$ cat src/core/lpcg_defs.vh
// lpcg_defs.vh: constants of the low-power clock gating block
// assumes it is included by bare name from the design files under core/
`ifndef LPCG_DEFS_VH
`define LPCG_DEFS_VH

// --------------------------------------------------------------------
// power modes, as driven by the power controller on MODE_I
// --------------------------------------------------------------------
`define LPCG_MODE_W        3
`define LPCG_MODE_RUN      3'h0
`define LPCG_MODE_SLEEP    3'h1
`define LPCG_MODE_LPRUN    3'h2
`define LPCG_MODE_LPSLEEP  3'h3
`define LPCG_MODE_STOP0    3'h4
`define LPCG_MODE_STOP1    3'h5
`define LPCG_MODE_STANDBY  3'h6

// --------------------------------------------------------------------
// debug low-power configuration bit positions
// --------------------------------------------------------------------
`define LPCG_DBG_SLEEP     0
`define LPCG_DBG_STOP      1
`define LPCG_DBG_STANDBY   2

// --------------------------------------------------------------------
// prescalers: three chained stages, ratio is 2**code
// --------------------------------------------------------------------
`define LPCG_DIV_STAGES    3
`define LPCG_DIV_CODE_W    3
`define LPCG_DIV_CNT_W     8
`define LPCG_DIV_CNT_RST   8'h00
`define LPCG_DIV_ONE       8'h01

// --------------------------------------------------------------------
// reset values
// --------------------------------------------------------------------
`define LPCG_MODE_RST      3'h0
`define LPCG_BIT_RST       1'b0

`endif

$ cat src/core/lpcg_gate.v
// lpcg_gate.v: glitch-free gate for one enable-pulse clock
// assumes tick_i is a one-cycle rate pulse on the same clock as clk_i
`timescale 1ns/1ps
`include "lpcg_defs.vh"

module lpcg_gate (
   input  wire clk_i,
   input  wire nrst_i,
   input  wire tick_i,
   input  wire want_i,
   output wire ce_o
);

   reg en_q;

   // --------------------------------------------------------------------
   // gate state
   // --------------------------------------------------------------------
   // the gate moves only while the rate pulse is low, so a pulse is
   // either passed whole or not at all
   always @(posedge clk_i or negedge nrst_i) begin
      if (!nrst_i) begin
         en_q <= `LPCG_BIT_RST;
      end else if (!tick_i) begin
         en_q <= want_i;
      end
   end

   assign ce_o = tick_i & en_q;

endmodule

$ cat src/core/lpcg_top.v
// lpcg_top.v: per-mode clock gating, prescaling and wake control
// Overview of operation
// - flash leaves reset powered; software may power it down in lp run, lp sleep, stop.
// - in stop, a peripheral request starts the fast internal oscillator, routed only to it.
// - in stop, the on-demand oscillator turns off once no peripheral requests it; in run and sleep it stays on.
// - first two serial receivers stay on in stop and wake on start, address, frame.
// - first two-wire controller keeps address detection in stop, waking on a match.
// - in standby, up to five dedicated pins can wake the device.
// - in standby each pin is held pulled up, pulled down or floating as configured.
// - stop 0, stop 1 and standby stop the core clock, losing debug.
// - debug configuration bits keep the debug facility alive in low-power states.
// - run-mode prescalers slow system, bus and peripheral clocks, also before sleep.
// - each bus and peripheral clock can be stopped by software at any time; the SRAM clock only in sleep and lp sleep.
// - dedicated bus and peripheral enable bits control per-peripheral gating.
// - a cleared sleep enable bit stops that clock in sleep, restored on exit.
// - the SRAM clock is separately gateable in sleep and low-power sleep.
// - every optional per-mode function is off after reset until software enables it.
// assumes MODE_I and all config inputs come from logic on CLK_I; OSC_RDY_I and
// WAKE_PIN_I are asynchronous and are synchronised here
`timescale 1ns/1ps
`include "lpcg_defs.vh"

module lpcg_top #(
   parameter NB  = 4,
   parameter NP  = 8,
   parameter NR  = 4,
   parameter NW  = 5,
   parameter NIO = 16
) (
   input  wire                                         CLK_I,
   input  wire                                         NRST_I,
   input  wire [`LPCG_MODE_W-1:0]                      MODE_I,
   input  wire [`LPCG_DIV_STAGES*`LPCG_DIV_CODE_W-1:0] DIV_CODE_I,
   input  wire [NB-1:0]                                BUS_EN_I,
   input  wire [NB-1:0]                                BUS_SM_EN_I,
   input  wire [NP-1:0]                                PER_EN_I,
   input  wire [NP-1:0]                                PER_SM_EN_I,
   input  wire                                         SRAM_SM_EN_I,
   input  wire [2:0]                                   DBG_CFG_I,
   input  wire                                         FLASH_PD_LPRUN_I,
   input  wire                                         FLASH_PD_LPSLEEP_I,
   input  wire                                         FLASH_PD_STOP_I,
   input  wire [NR-1:0]                                OSC_REQ_I,
   input  wire                                         OSC_RDY_I,
   input  wire [1:0]                                   SER_STOP_EN_I,
   input  wire [1:0]                                   SER_START_I,
   input  wire [1:0]                                   SER_ADDR_I,
   input  wire [1:0]                                   SER_FRAME_I,
   input  wire                                         TWI_STOP_EN_I,
   input  wire                                         TWI_ADDR_MATCH_I,
   input  wire [NW-1:0]                                WAKE_PIN_EN_I,
   input  wire [NW-1:0]                                WAKE_PIN_I,
   input  wire [NIO-1:0]                               PULL_UP_CFG_I,
   input  wire [NIO-1:0]                               PULL_DN_CFG_I,
   output wire                                         SYS_CE_O,
   output wire                                         BUS_CE_O,
   output wire                                         PER_CE_O,
   output wire                                         CPU_CE_O,
   output wire                                         DBG_LINK_O,
   output wire [NB-1:0]                                BUS_GCE_O,
   output wire [NP-1:0]                                PER_GCE_O,
   output wire                                         SRAM_CE_O,
   output reg                                          FLASH_PD_O,
   output reg                                          FAST_OSC_ON_O,
   output reg  [NR-1:0]                                FAST_OSC_ROUTE_O,
   output reg  [1:0]                                   SER_RX_ON_O,
   output reg  [1:0]                                   SER_WAKE_O,
   output reg                                          TWI_ADDR_ON_O,
   output reg                                          TWI_WAKE_O,
   output reg                                          STBY_WAKE_O,
   output reg  [NIO-1:0]                               PULL_UP_O,
   output reg  [NIO-1:0]                               PULL_DN_O
);

   localparam NG = NB + NP + 1;

   reg  [`LPCG_MODE_W-1:0]   mode_q;
   reg                       rdy_m_q;
   reg                       rdy_s_q;
   reg  [NW-1:0]             pin_m_q;
   reg  [NW-1:0]             pin_s_q;
   reg  [NW-1:0]             pin_p_q;
   wire                      running;
   wire                      sleeping;
   wire                      stopped;
   wire                      standby;
   wire                      dbg_keep;
   wire [`LPCG_DIV_STAGES:0] tick;
   wire [NG-1:0]             gate_want;
   wire [NG-1:0]             gate_tick;
   wire [NG-1:0]             gate_ce;

   // --------------------------------------------------------------------
   // mode decode
   // --------------------------------------------------------------------
   always @(posedge CLK_I or negedge NRST_I) begin
      if (!NRST_I) begin
         mode_q <= `LPCG_MODE_RST;
      end else begin
         mode_q <= MODE_I;
      end
   end

   assign running  = (mode_q == `LPCG_MODE_RUN) || (mode_q == `LPCG_MODE_LPRUN);
   assign sleeping = (mode_q == `LPCG_MODE_SLEEP) || (mode_q == `LPCG_MODE_LPSLEEP);
   assign stopped  = (mode_q == `LPCG_MODE_STOP0) || (mode_q == `LPCG_MODE_STOP1);
   assign standby  = (mode_q == `LPCG_MODE_STANDBY);

   // debug bits keep the core clock and link up in the matching mode
   assign dbg_keep = (sleeping & DBG_CFG_I[`LPCG_DBG_SLEEP])
                   | (stopped  & DBG_CFG_I[`LPCG_DBG_STOP])
                   | (standby  & DBG_CFG_I[`LPCG_DBG_STANDBY]);

   // --------------------------------------------------------------------
   // prescaler chain: system, bus, peripheral rate pulses
   // --------------------------------------------------------------------
   // deep modes freeze the whole chain unless debug must keep running
   assign tick[0] = ~(stopped | standby) | dbg_keep;

   genvar s;
   generate
      for (s = 0; s < `LPCG_DIV_STAGES; s = s + 1) begin : g_div
         reg  [`LPCG_DIV_CNT_W-1:0] cnt_q;
         wire [`LPCG_DIV_CNT_W-1:0] lim;
         assign lim = (`LPCG_DIV_ONE << DIV_CODE_I[s*`LPCG_DIV_CODE_W +: `LPCG_DIV_CODE_W])
                    - `LPCG_DIV_ONE;
         always @(posedge CLK_I or negedge NRST_I) begin
            if (!NRST_I) begin
               cnt_q <= `LPCG_DIV_CNT_RST;
            end else if (tick[s]) begin
               cnt_q <= (cnt_q >= lim) ? `LPCG_DIV_CNT_RST : cnt_q + `LPCG_DIV_ONE;
            end
         end
         assign tick[s+1] = tick[s] & (cnt_q >= lim);
      end
   endgenerate

   assign SYS_CE_O   = tick[1];
   assign BUS_CE_O   = tick[2];
   assign PER_CE_O   = tick[3];
   assign CPU_CE_O   = tick[1] & (running | dbg_keep);
   assign DBG_LINK_O = running | sleeping | dbg_keep;

   // --------------------------------------------------------------------
   // per-peripheral and memory gates
   // --------------------------------------------------------------------
   // enables reset to zero upstream; gates themselves reset closed
   assign gate_want = {running | (sleeping & SRAM_SM_EN_I),
                       PER_EN_I & ({NP{running}} | ({NP{sleeping}} & PER_SM_EN_I)),
                       BUS_EN_I & ({NB{running}} | ({NB{sleeping}} & BUS_SM_EN_I))};
   assign gate_tick = {tick[2], {NP{tick[3]}}, {NB{tick[2]}}};

   genvar g;
   generate
      for (g = 0; g < NG; g = g + 1) begin : g_gate
         lpcg_gate u_gate (
            .clk_i  (CLK_I),
            .nrst_i (NRST_I),
            .tick_i (gate_tick[g]),
            .want_i (gate_want[g]),
            .ce_o   (gate_ce[g])
         );
      end
   endgenerate

   assign BUS_GCE_O = gate_ce[NB-1:0];
   assign PER_GCE_O = gate_ce[NB+NP-1:NB];
   assign SRAM_CE_O = gate_ce[NG-1];

   // --------------------------------------------------------------------
   // asynchronous inputs
   // --------------------------------------------------------------------
   always @(posedge CLK_I or negedge NRST_I) begin
      if (!NRST_I) begin
         rdy_m_q <= `LPCG_BIT_RST;
         rdy_s_q <= `LPCG_BIT_RST;
         pin_m_q <= {NW{1'b0}};
         pin_s_q <= {NW{1'b0}};
         pin_p_q <= {NW{1'b0}};
      end else begin
         rdy_m_q <= OSC_RDY_I;
         rdy_s_q <= rdy_m_q;
         pin_m_q <= WAKE_PIN_I;
         pin_s_q <= pin_m_q;
         pin_p_q <= pin_s_q;
      end
   end

   // --------------------------------------------------------------------
   // flash, on-demand oscillator, stop and standby wake logic
   // --------------------------------------------------------------------
   always @(posedge CLK_I or negedge NRST_I) begin
      if (!NRST_I) begin
         FLASH_PD_O       <= `LPCG_BIT_RST;
         FAST_OSC_ON_O    <= `LPCG_BIT_RST;
         FAST_OSC_ROUTE_O <= {NR{1'b0}};
         SER_RX_ON_O      <= 2'h0;
         SER_WAKE_O       <= 2'h0;
         TWI_ADDR_ON_O    <= `LPCG_BIT_RST;
         TWI_WAKE_O       <= `LPCG_BIT_RST;
         STBY_WAKE_O      <= `LPCG_BIT_RST;
         PULL_UP_O        <= {NIO{1'b0}};
         PULL_DN_O        <= {NIO{1'b0}};
      end else begin
         FLASH_PD_O <= ((mode_q == `LPCG_MODE_LPRUN) & FLASH_PD_LPRUN_I)
                     | ((mode_q == `LPCG_MODE_LPSLEEP) & FLASH_PD_LPSLEEP_I)
                     | (stopped & FLASH_PD_STOP_I);
         // outside deep modes the oscillator also backs the system clock
         FAST_OSC_ON_O <= running | sleeping | (stopped & (|OSC_REQ_I));
         // routing waits for the oscillator to settle so a feed starts clean
         FAST_OSC_ROUTE_O <= (stopped & rdy_s_q) ? OSC_REQ_I : {NR{1'b0}};
         SER_RX_ON_O   <= {2{stopped}} & SER_STOP_EN_I;
         SER_WAKE_O    <= {2{stopped}} & SER_STOP_EN_I
                        & (SER_START_I | SER_ADDR_I | SER_FRAME_I);
         TWI_ADDR_ON_O <= stopped & TWI_STOP_EN_I;
         TWI_WAKE_O    <= stopped & TWI_STOP_EN_I & TWI_ADDR_MATCH_I;
         STBY_WAKE_O   <= standby & (|(WAKE_PIN_EN_I & pin_s_q & ~pin_p_q));
         // a pin with both pulls set takes the pull-up
         PULL_UP_O <= {NIO{standby}} & PULL_UP_CFG_I;
         PULL_DN_O <= {NIO{standby}} & PULL_DN_CFG_I & ~PULL_UP_CFG_I;
      end
   end

endmodule

$ cat config.mk
export PLATFORM = sky130hd
export DESIGN_NAME = lpcg_top
export DESIGN_NICKNAME = d
export VERILOG_FILES = /design/src/core/lpcg_gate.v /design/src/core/lpcg_top.v
export VERILOG_INCLUDE_DIRS = /design/src /design/src/core
export SDC_FILE = /design/constraint.sdc
export NUM_CORES = 1
export LEC_CHECK = 0
export ABC_AREA = 1
export BUFFER_PORTS_ARGS = -buffer_cell sky130_fd_sc_hd__buf_4
export CORE_ASPECT_RATIO = 1.5
export CORE_MARGIN = 1
export CORE_UTILIZATION = 40
export CTS_CLUSTER_SIZE = 20
export DETAILED_ROUTE_END_ITERATION = 6
export GPL_TIMING_DRIVEN = 0
export HOLD_SLACK_MARGIN = 0.15
export PLACE_DENSITY = 0.7
export SLEW_MARGIN = 20
export SYNTH_ARGS = -nofsm -noshare
export SYNTH_HDL_FRONTEND = slang
export SYNTH_HIERARCHICAL = 1
export SYNTH_SLANG_ARGS = --single-unit
$ cat constraint.sdc
create_clock -name CLK_I -period 8.3 [get_ports CLK_I]
set_input_delay 2.075 -clock CLK_I [delete_from_list [all_inputs] [get_ports CLK_I]]
set_output_delay 2.075 -clock CLK_I [all_outputs]
set_load 0.03 [all_outputs]
==> results.py, run 1 <==
metrics = {
    "worst_setup_path": {
        "cp.required_ns": 6.23,
        "crit_path_end_kind": "output pin",
        "reg2reg_from": "g_div[0].cnt_q[1]",
        "reg2reg_setup_slack_ns": 5.82,
        "cp.arrival_ns": 4.51,
        "r2r_cells": 11,
        "cp-start-kind": "input port",
        "timing.rr.end": "g_gate[4].u_gate/en_q",
        "crit_fanout": 17,
        "timing_worst_setup_path_type": "input port to output pin",
    },
    "clocking": {
        "cts_buffer_depth": 2,
        "clock-sinks": 102,
        "post_cts_resized": 0,
        "cts_hold_buf": 0,
        "post_cts_buffers": 0,
        "cts_tree": "built",
        "cts.htree.levels": 3,
        "cts_root_buf": "clkbuf_16",
        "clock_latency_ns": 0.34,
        "clkTransAtPathRegs_ns": 0.07,
        "cts-buffers-inserted": 9,
    },
    "floorplanning": {
        "initial_utilization": 0.409,
        "die_w_um": 92.2,
        "num_rows": 49,
        "fp.coreArea_mm2": 0.0120,
        "die_h_um": 137,
        "ios": 165,
        "die_area_mm2": 0.0127,
    },
    "logic_synthesis": {
        "synth_top_area_frac": 0.523,
        "ys_types": 31,
        "seq_area_frac_synth": 0.523,
        "synth_area_mm2": 0.00488,
        "synth.avg_cell_area_um2": 8.42,
        "yosys_register_bits": 102,
        "yosys-top-cells-area": "dfrtp_1 (52%), nand2_1 (13%), inv_1 (7.0%)",
        "postSynthCellCount": 580,
        "yosysWarnings": 6,
        "synth_top_cell_by_area": "dfrtp_1",
    },
    "timing": {
        "setup_violations": 0,
        "finalHoldViolCount": 0,
        "rsz0062_at_grt": "false",
        "max_slew_margin": 0.397,
        "setup_tns_ns": 0,
        "fin_skew_ns": 0.00984,
        "fin_ws_ns": 1.71,
        "timing.fmax_mhz": 152,
        "worst_pin_slew_ns": 0.905,
        "maxSlewViolCount": 0,
        "period_minus_slack_ns": 6.59,
        "fin_crit_sh": 0.794,
    },
    "power_and_ir_drop": {
        "peakVddDrop_mv": 0.155,
        "finalPower_mw": 1.30,
        "p_per_area_mw_per_mm2": 197,
        "leakage_nw": 3.86,
    },
    "cells_and_area": {
        "fill_cells": 1092,
        "drive_gt1_frac": 0.254,
        "layout_common_cells": "nand2_1 (167), buf_4 (163), dfrtp_1 (102)",
        "antenna_cells_inserted": 0,
        "layout_commonest_cell": "nand2_1",
        "seqCellArea_mm2": 0.00255,
        "design_area_mm2": 0.00660,
        "multi_input_area_mm2": 0.00195,
        "fin_nets": 886,
        "area_growth_pct": 35.2,
    },
    "hold_path": {
        "min_path_cells": 0,
        "hp-class": "register to register",
        "worstHoldEndpoint": "pin_s_q[3]",
        "min_from": "pin_m_q[3]",
    },
    "drt": {
        "wl_per_cell_um": 12.8,
        "drtPass1Iterations": 4,
        "wl_um": 11700,
        "post-route-drc-count": 0,
        "via_per_inst": 4.72,
        "drt_iter0_markers": 188,
        "antenna_left": 0,
        "num_vias": 4310,
    },
    "run": {
        "maxCapViolations": 0,
    },
    "place": {
        "dp_slack_ns": 1.30,
        "placed_cell_area_mm2": 0.00632,
        "hpwlAfterDp_um": 9160,
        "port_buffers": 164,
        "gp_congestion": 0.785,
    },
    "global_routing": {
        "grt_pass1_wl_um": 19000,
        "track_usage": 0.192,
        "grt_max_degree": 103,
        "grt_overflow": 0,
        "grt_pass1_vias": 4414,
        "antenna_found_initial": 0,
    },
    "outcome": {
        "outcome": "completed",
    },
}
-- cell usage after synthesis, drive strengths merged --
library cell and number:
nor4 1, a21oi 11, buf 4, xnor2 3
xor2 7, o22ai 2, nand2 168, o211ai 1
conb 1, ha 27, and2 1, nor3 12
and3 1, inv 95, clkbuf 4, nand3 30
o21ai 13, dfrtp 102, nand4 3, o21a 1
o211a 12, nor2 81
-- layer usage --
metal	up-vias	wire (µm)	global-route usage
li1	2135	-	-
met2	125	6230	0.346
met3	19	869	0.0602
met5	-	0	0
met4	0	255	0.0885
met1	2031	4370	0.203
-- state kept, by name, summed over array words and instances (netlist names) --
register,count
g_gate.u_gate/en_q,13
TWI_WAKE_O,1
FLASH_PD_O,1
STBY_WAKE_O,1
pin_p_q,5
rdy_s_q,1
g_div.cnt_q,24
SER_WAKE_O,2
pin_s_q,5
FAST_OSC_ROUTE_O,4
mode_q,3
FAST_OSC_ON_O,1
PULL_DN_O,16
PULL_UP_O,16
pin_m_q,5
SER_RX_ON_O,2
TWI_ADDR_ON_O,1
rdy_m_q,1
-- how the worst max path moves through the flow --
stage / slack (ns) / depth (start not counted) / start / to
3_3_place_gp: 1.36 / 15 / DIV_CODE_I[2] / PER_GCE_O[7]
3_5_place_dp: 1.30 / 15 / DIV_CODE_I[2] / PER_GCE_O[0]
4_1_cts: 1.29 / 15 / DIV_CODE_I[2] / PER_GCE_O[0]
2_1_floorplan: 1.60 / 13 / DIV_CODE_I[2] / PER_GCE_O[0]
5_1_grt: 1.41 / 15 / DIV_CODE_I[2] / PER_GCE_O[0]
6_report: 1.71 / 15 / DIV_CODE_I[2] / PER_GCE_O[4]
-- stage by stage --
stage / std cells / hold WS, ns / utilization
final: 914 / 0.349 / 0.552
after floorplan: 582 / 0.331 / -
after detailed placement: 899 / 0.336 / 0.529
after CTS: 914 / 0.352 / 0.552
after global placement: 899 / 0.331 / 0.528
after global routing: 914 / 0.361 / 0.552
-- kinds of logic after synthesis --
group,after synthesis,share of synthesized area
buffers and inverters,103,0.0815
adders and majority gates,27,0.0692
and+or+nand+nor,297,0.251
DFF,102,0.523
other,1,0.000768
AOI/OAI and AO/OA,40,0.0571
xor gates and xnor gates,10,0.0179
-- worst max-delay path, cell delays in order --
cell and delay, ns:
buf_4 0.13, nor2_1 0.14, nand2_1 0.07, ha_1 0.27
nand2_1 0.04, nand3_1 0.08, nand2_1 0.05, nand2_1 0.07
nand2_1 0.11, nand2_1 0.21, nand3_2 0.26, a21oi_2 0.58
nand2_1 0.17, inv_1 0.09, buf_4 0.16
-- where the power goes --
group / internal (mW) / leakage [nW] / switching [mW] / total, mW
registers: 0.540 / 1.34 / 0.0407 / 0.581
logic: 0.133 / 2.39 / 0.188 / 0.321
clock network: 0.207 / 0.132 / 0.190 / 0.397
-- final cells by class --
class / instances / share of cell area
Sequential cell: 102 / 0.387
Multi-Input combinational cell: 377 / 0.295
Timing Repair Buffer: 164 / 0.187
Inverter: 95 / 0.0544
Clock buffer: 9 / 0.0341
Tap cell: 153 / 0.0290
Clock inverter: 6 / 0.00834
Buffer: 8 / 0.00587
Note: power is estimated with default switching activity, not from simulation.
==> run 2, diff against run 1 <==
- ABC_AREA: 1 -> 0
- PLACE_DENSITY: 0.7 -> 0.73
- clock period: 8.3 -> 6 ns (I/O delays scaled with it)
==> run 2 against run 1 <==
Effect of this change:
- sequential power is 49% higher
- utilization increased by 1.4 points
- combinational power rose by 97%
- area after synthesis down 1.4%
- design area shrank 0.59%
- clock-buffer cell count did not move
- worst setup slack worse by 1.5 ns
==> results.py, run 2 <==
metrics = {
    "timing": {
        "maxSlewViolCount": 0,
        "timing.fmax_mhz": 173,
        "setup_tns_ns": 0,
        "fin_crit_sh": 0.966,
        "setup_violations": 0,
        "finalHoldViolCount": 0,
        "period_minus_slack_ns": 5.80,
        "worst_pin_slew_ns": 0.894,
        "max_slew_margin": 0.404,
        "rsz0062_at_grt": "false",
        "fin_ws_ns": 0.203,
        "fin_skew_ns": 0.00920,
    },
    "power_and_ir_drop": {
        "p_per_area_mw_per_mm2": 316,
        "leakage_nw": 3.33,
        "peakVddDrop_mv": 0.148,
        "finalPower_mw": 2.07,
    },
    "drt": {
        "drt_iter0_markers": 94,
        "wl_per_cell_um": 15.4,
        "via_per_inst": 5.16,
        "antenna_left": 0,
        "num_vias": 3847,
        "drtPass1Iterations": 4,
        "wl_um": 11500,
        "post-route-drc-count": 0,
    },
    "logic_synthesis": {
        "yosysWarnings": 6,
        "synth_top_area_frac": 0.530,
        "seq_area_frac_synth": 0.530,
        "yosys-top-cells-area": "dfrtp_1 (53%), ha_1 (7.0%), mux2_4 (4.1%)",
        "async_flop_share": 1.00,
        "synth.avg_cell_area_um2": 11.7,
        "yosys_register_bits": 102,
        "synth_most_common_cell": "dfrtp_1",
        "synth_area_mm2": 0.00482,
        "synthTopCellsByCount": "dfrtp_1 (102), ha_1 (27), nand2_1 (27), inv_1 (20), and2_1 (19)",
        "ys_types": 53,
        "synth_top_cell_by_area": "dfrtp_1",
        "postSynthCellCount": 413,
        "synth_top_flop_cell": "dfrtp_1",
        "synth_edf_count": 0,
    },
    "floorplanning": {
        "fp.coreArea_mm2": 0.0116,
        "die_w_um": 91.6,
        "die_area_mm2": 0.0125,
        "num_rows": 48,
        "initial_utilization": 0.415,
        "ios": 165,
        "die_h_um": 136,
    },
    "worst_setup_path": {
        "cp.required_ns": 4.50,
        "cp.arrival_ns": 4.30,
        "timing_worst_setup_path_type": "input port to output pin",
        "cp-start-kind": "input port",
        "crit_fanout": 17,
        "crit_path_end_kind": "output pin",
    },
    "run": {
        "maxCapViolations": 0,
    },
    "clocking": {
        "clkTransAtPathRegs_ns": 0.07,
        "post_cts_buffers": 0,
        "clock-sinks": 102,
        "cts.htree.levels": 3,
        "cts-buffers-inserted": 9,
        "cts_tree": "built",
        "cts_hold_buf": 0,
        "clock_latency_ns": 0.35,
        "post_cts_resized": 0,
        "cts_buffer_depth": 2,
        "cts_root_buf": "clkbuf_16",
    },
    "place": {
        "port_buffers": 164,
        "gp_congestion": 0.806,
        "hpwlAfterDp_um": 8860,
        "dp_slack_ns": 0.241,
        "placedCellCount": 729,
    },
    "cells_and_area": {
        "layout_commonest_cell": "buf_4",
        "antenna_cells_inserted": 0,
        "final_util": 0.566,
        "fin_nets": 719,
        "largest_reg_flops": 24,
        "reg_top3": "g_div.cnt_q x24, PULL_DN_O x16, PULL_UP_O x16",
        "final_cells": 745,
        "top_register": "g_div.cnt_q",
        "drive_gt1_frac": 0.378,
        "area_growth_pct": 36.3,
        "layout_common_cells": "buf_4 (163), dfrtp_1 (102), nand2_1 (27), ha_1 (27), inv_1 (20)",
    },
    "global_routing": {
        "track_usage": 0.189,
        "grt_pass1_wl_um": 18300,
        "grt_overflow": 0,
        "grt_pass1_vias": 3901,
        "antenna_found_initial": 0,
        "grt_max_degree": 103,
    },
    "outcome": {
        "outcome": "completed",
    },
    "hold_path": {
        "hp-class": "register to register",
    },
}
-- run 2: where the power goes --
part	switching, mW	internal, mW
logic	0.341	0.290
registers	0.0901	0.775
clock network	0.279	0.295
total	0.710	1.36
-- run 2: cells by family after synthesis --
kind of cell    Yosys count  synth area share
compound gates           87             0.149
xor+xnor                  2           0.00364
mux                      16            0.0468
buf+inv                  32            0.0273
flops                   102             0.530
other cells               1          0.000779
simple gates            146             0.172
fa+ha+maj                27            0.0701
-- run 2: final timing paths --
check,startpoint,slack [ns],endpoint,cells past startpoint
max in group asynchronous,NRST_I,4.15,g_div[2].cnt_q[1],1
setup reg to reg,g_div[1].cnt_q[0],3.16,g_gate[4].u_gate/en_q,8
min in group asynchronous,NRST_I,1.26,pin_s_q[0],1
hold / removal,rdy_m_q,0.35,rdy_s_q,0
hold reg to reg,rdy_m_q,0.35,rdy_s_q,0
setup / recovery,DIV_CODE_I[3],0.20,PER_GCE_O[6],10
-- run 2: routing by layer --
layer | vias to the layer above | share of wire | global-route usage
met4 | 0 | 0.032 | 0.0935
met2 | 117 | 0.55 | 0.356
li1 | 1846 | - | -
met3 | 24 | 0.050 | 0.0308
met1 | 1860 | 0.37 | 0.202
met5 | - | 0 | 0
-- run 2: critical path: stages --
cell	delay [ns]
buf_4	0.12
or3_1	0.37
ha_1	0.27
nand2b_1	0.14
a2111o_1	0.42
a31oi_1	0.56
buf_2	0.35
nor3_4	0.15
and2_2	0.24
buf_4	0.16
-- run 2: stage by stage --
stage | cell area, µm² | hold WS [ns]
floorplan | 4830 | 0.331
global placement | 6250 | 0.333
detailed placement | 6260 | 0.336
CTS | 6560 | 0.353
global route | 6560 | 0.358
finish | 6560 | 0.352
-- run 2: cell type report --
| type | instances | area, µm² |
|---|---|---|
| Inverter | 21 | 78.8 |
| Buffer | 11 | 52.6 |
| Clock inverter | 7 | 70.1 |
| Tap cell | 150 | 188 |
| Sequential cell | 102 | 2550 |
| Timing Repair Buffer | 164 | 1230 |
| Multi-Input combinational cell | 281 | 2160 |
| Fill cell | 1035 | 5030 |
| Clock buffer | 9 | 225 |
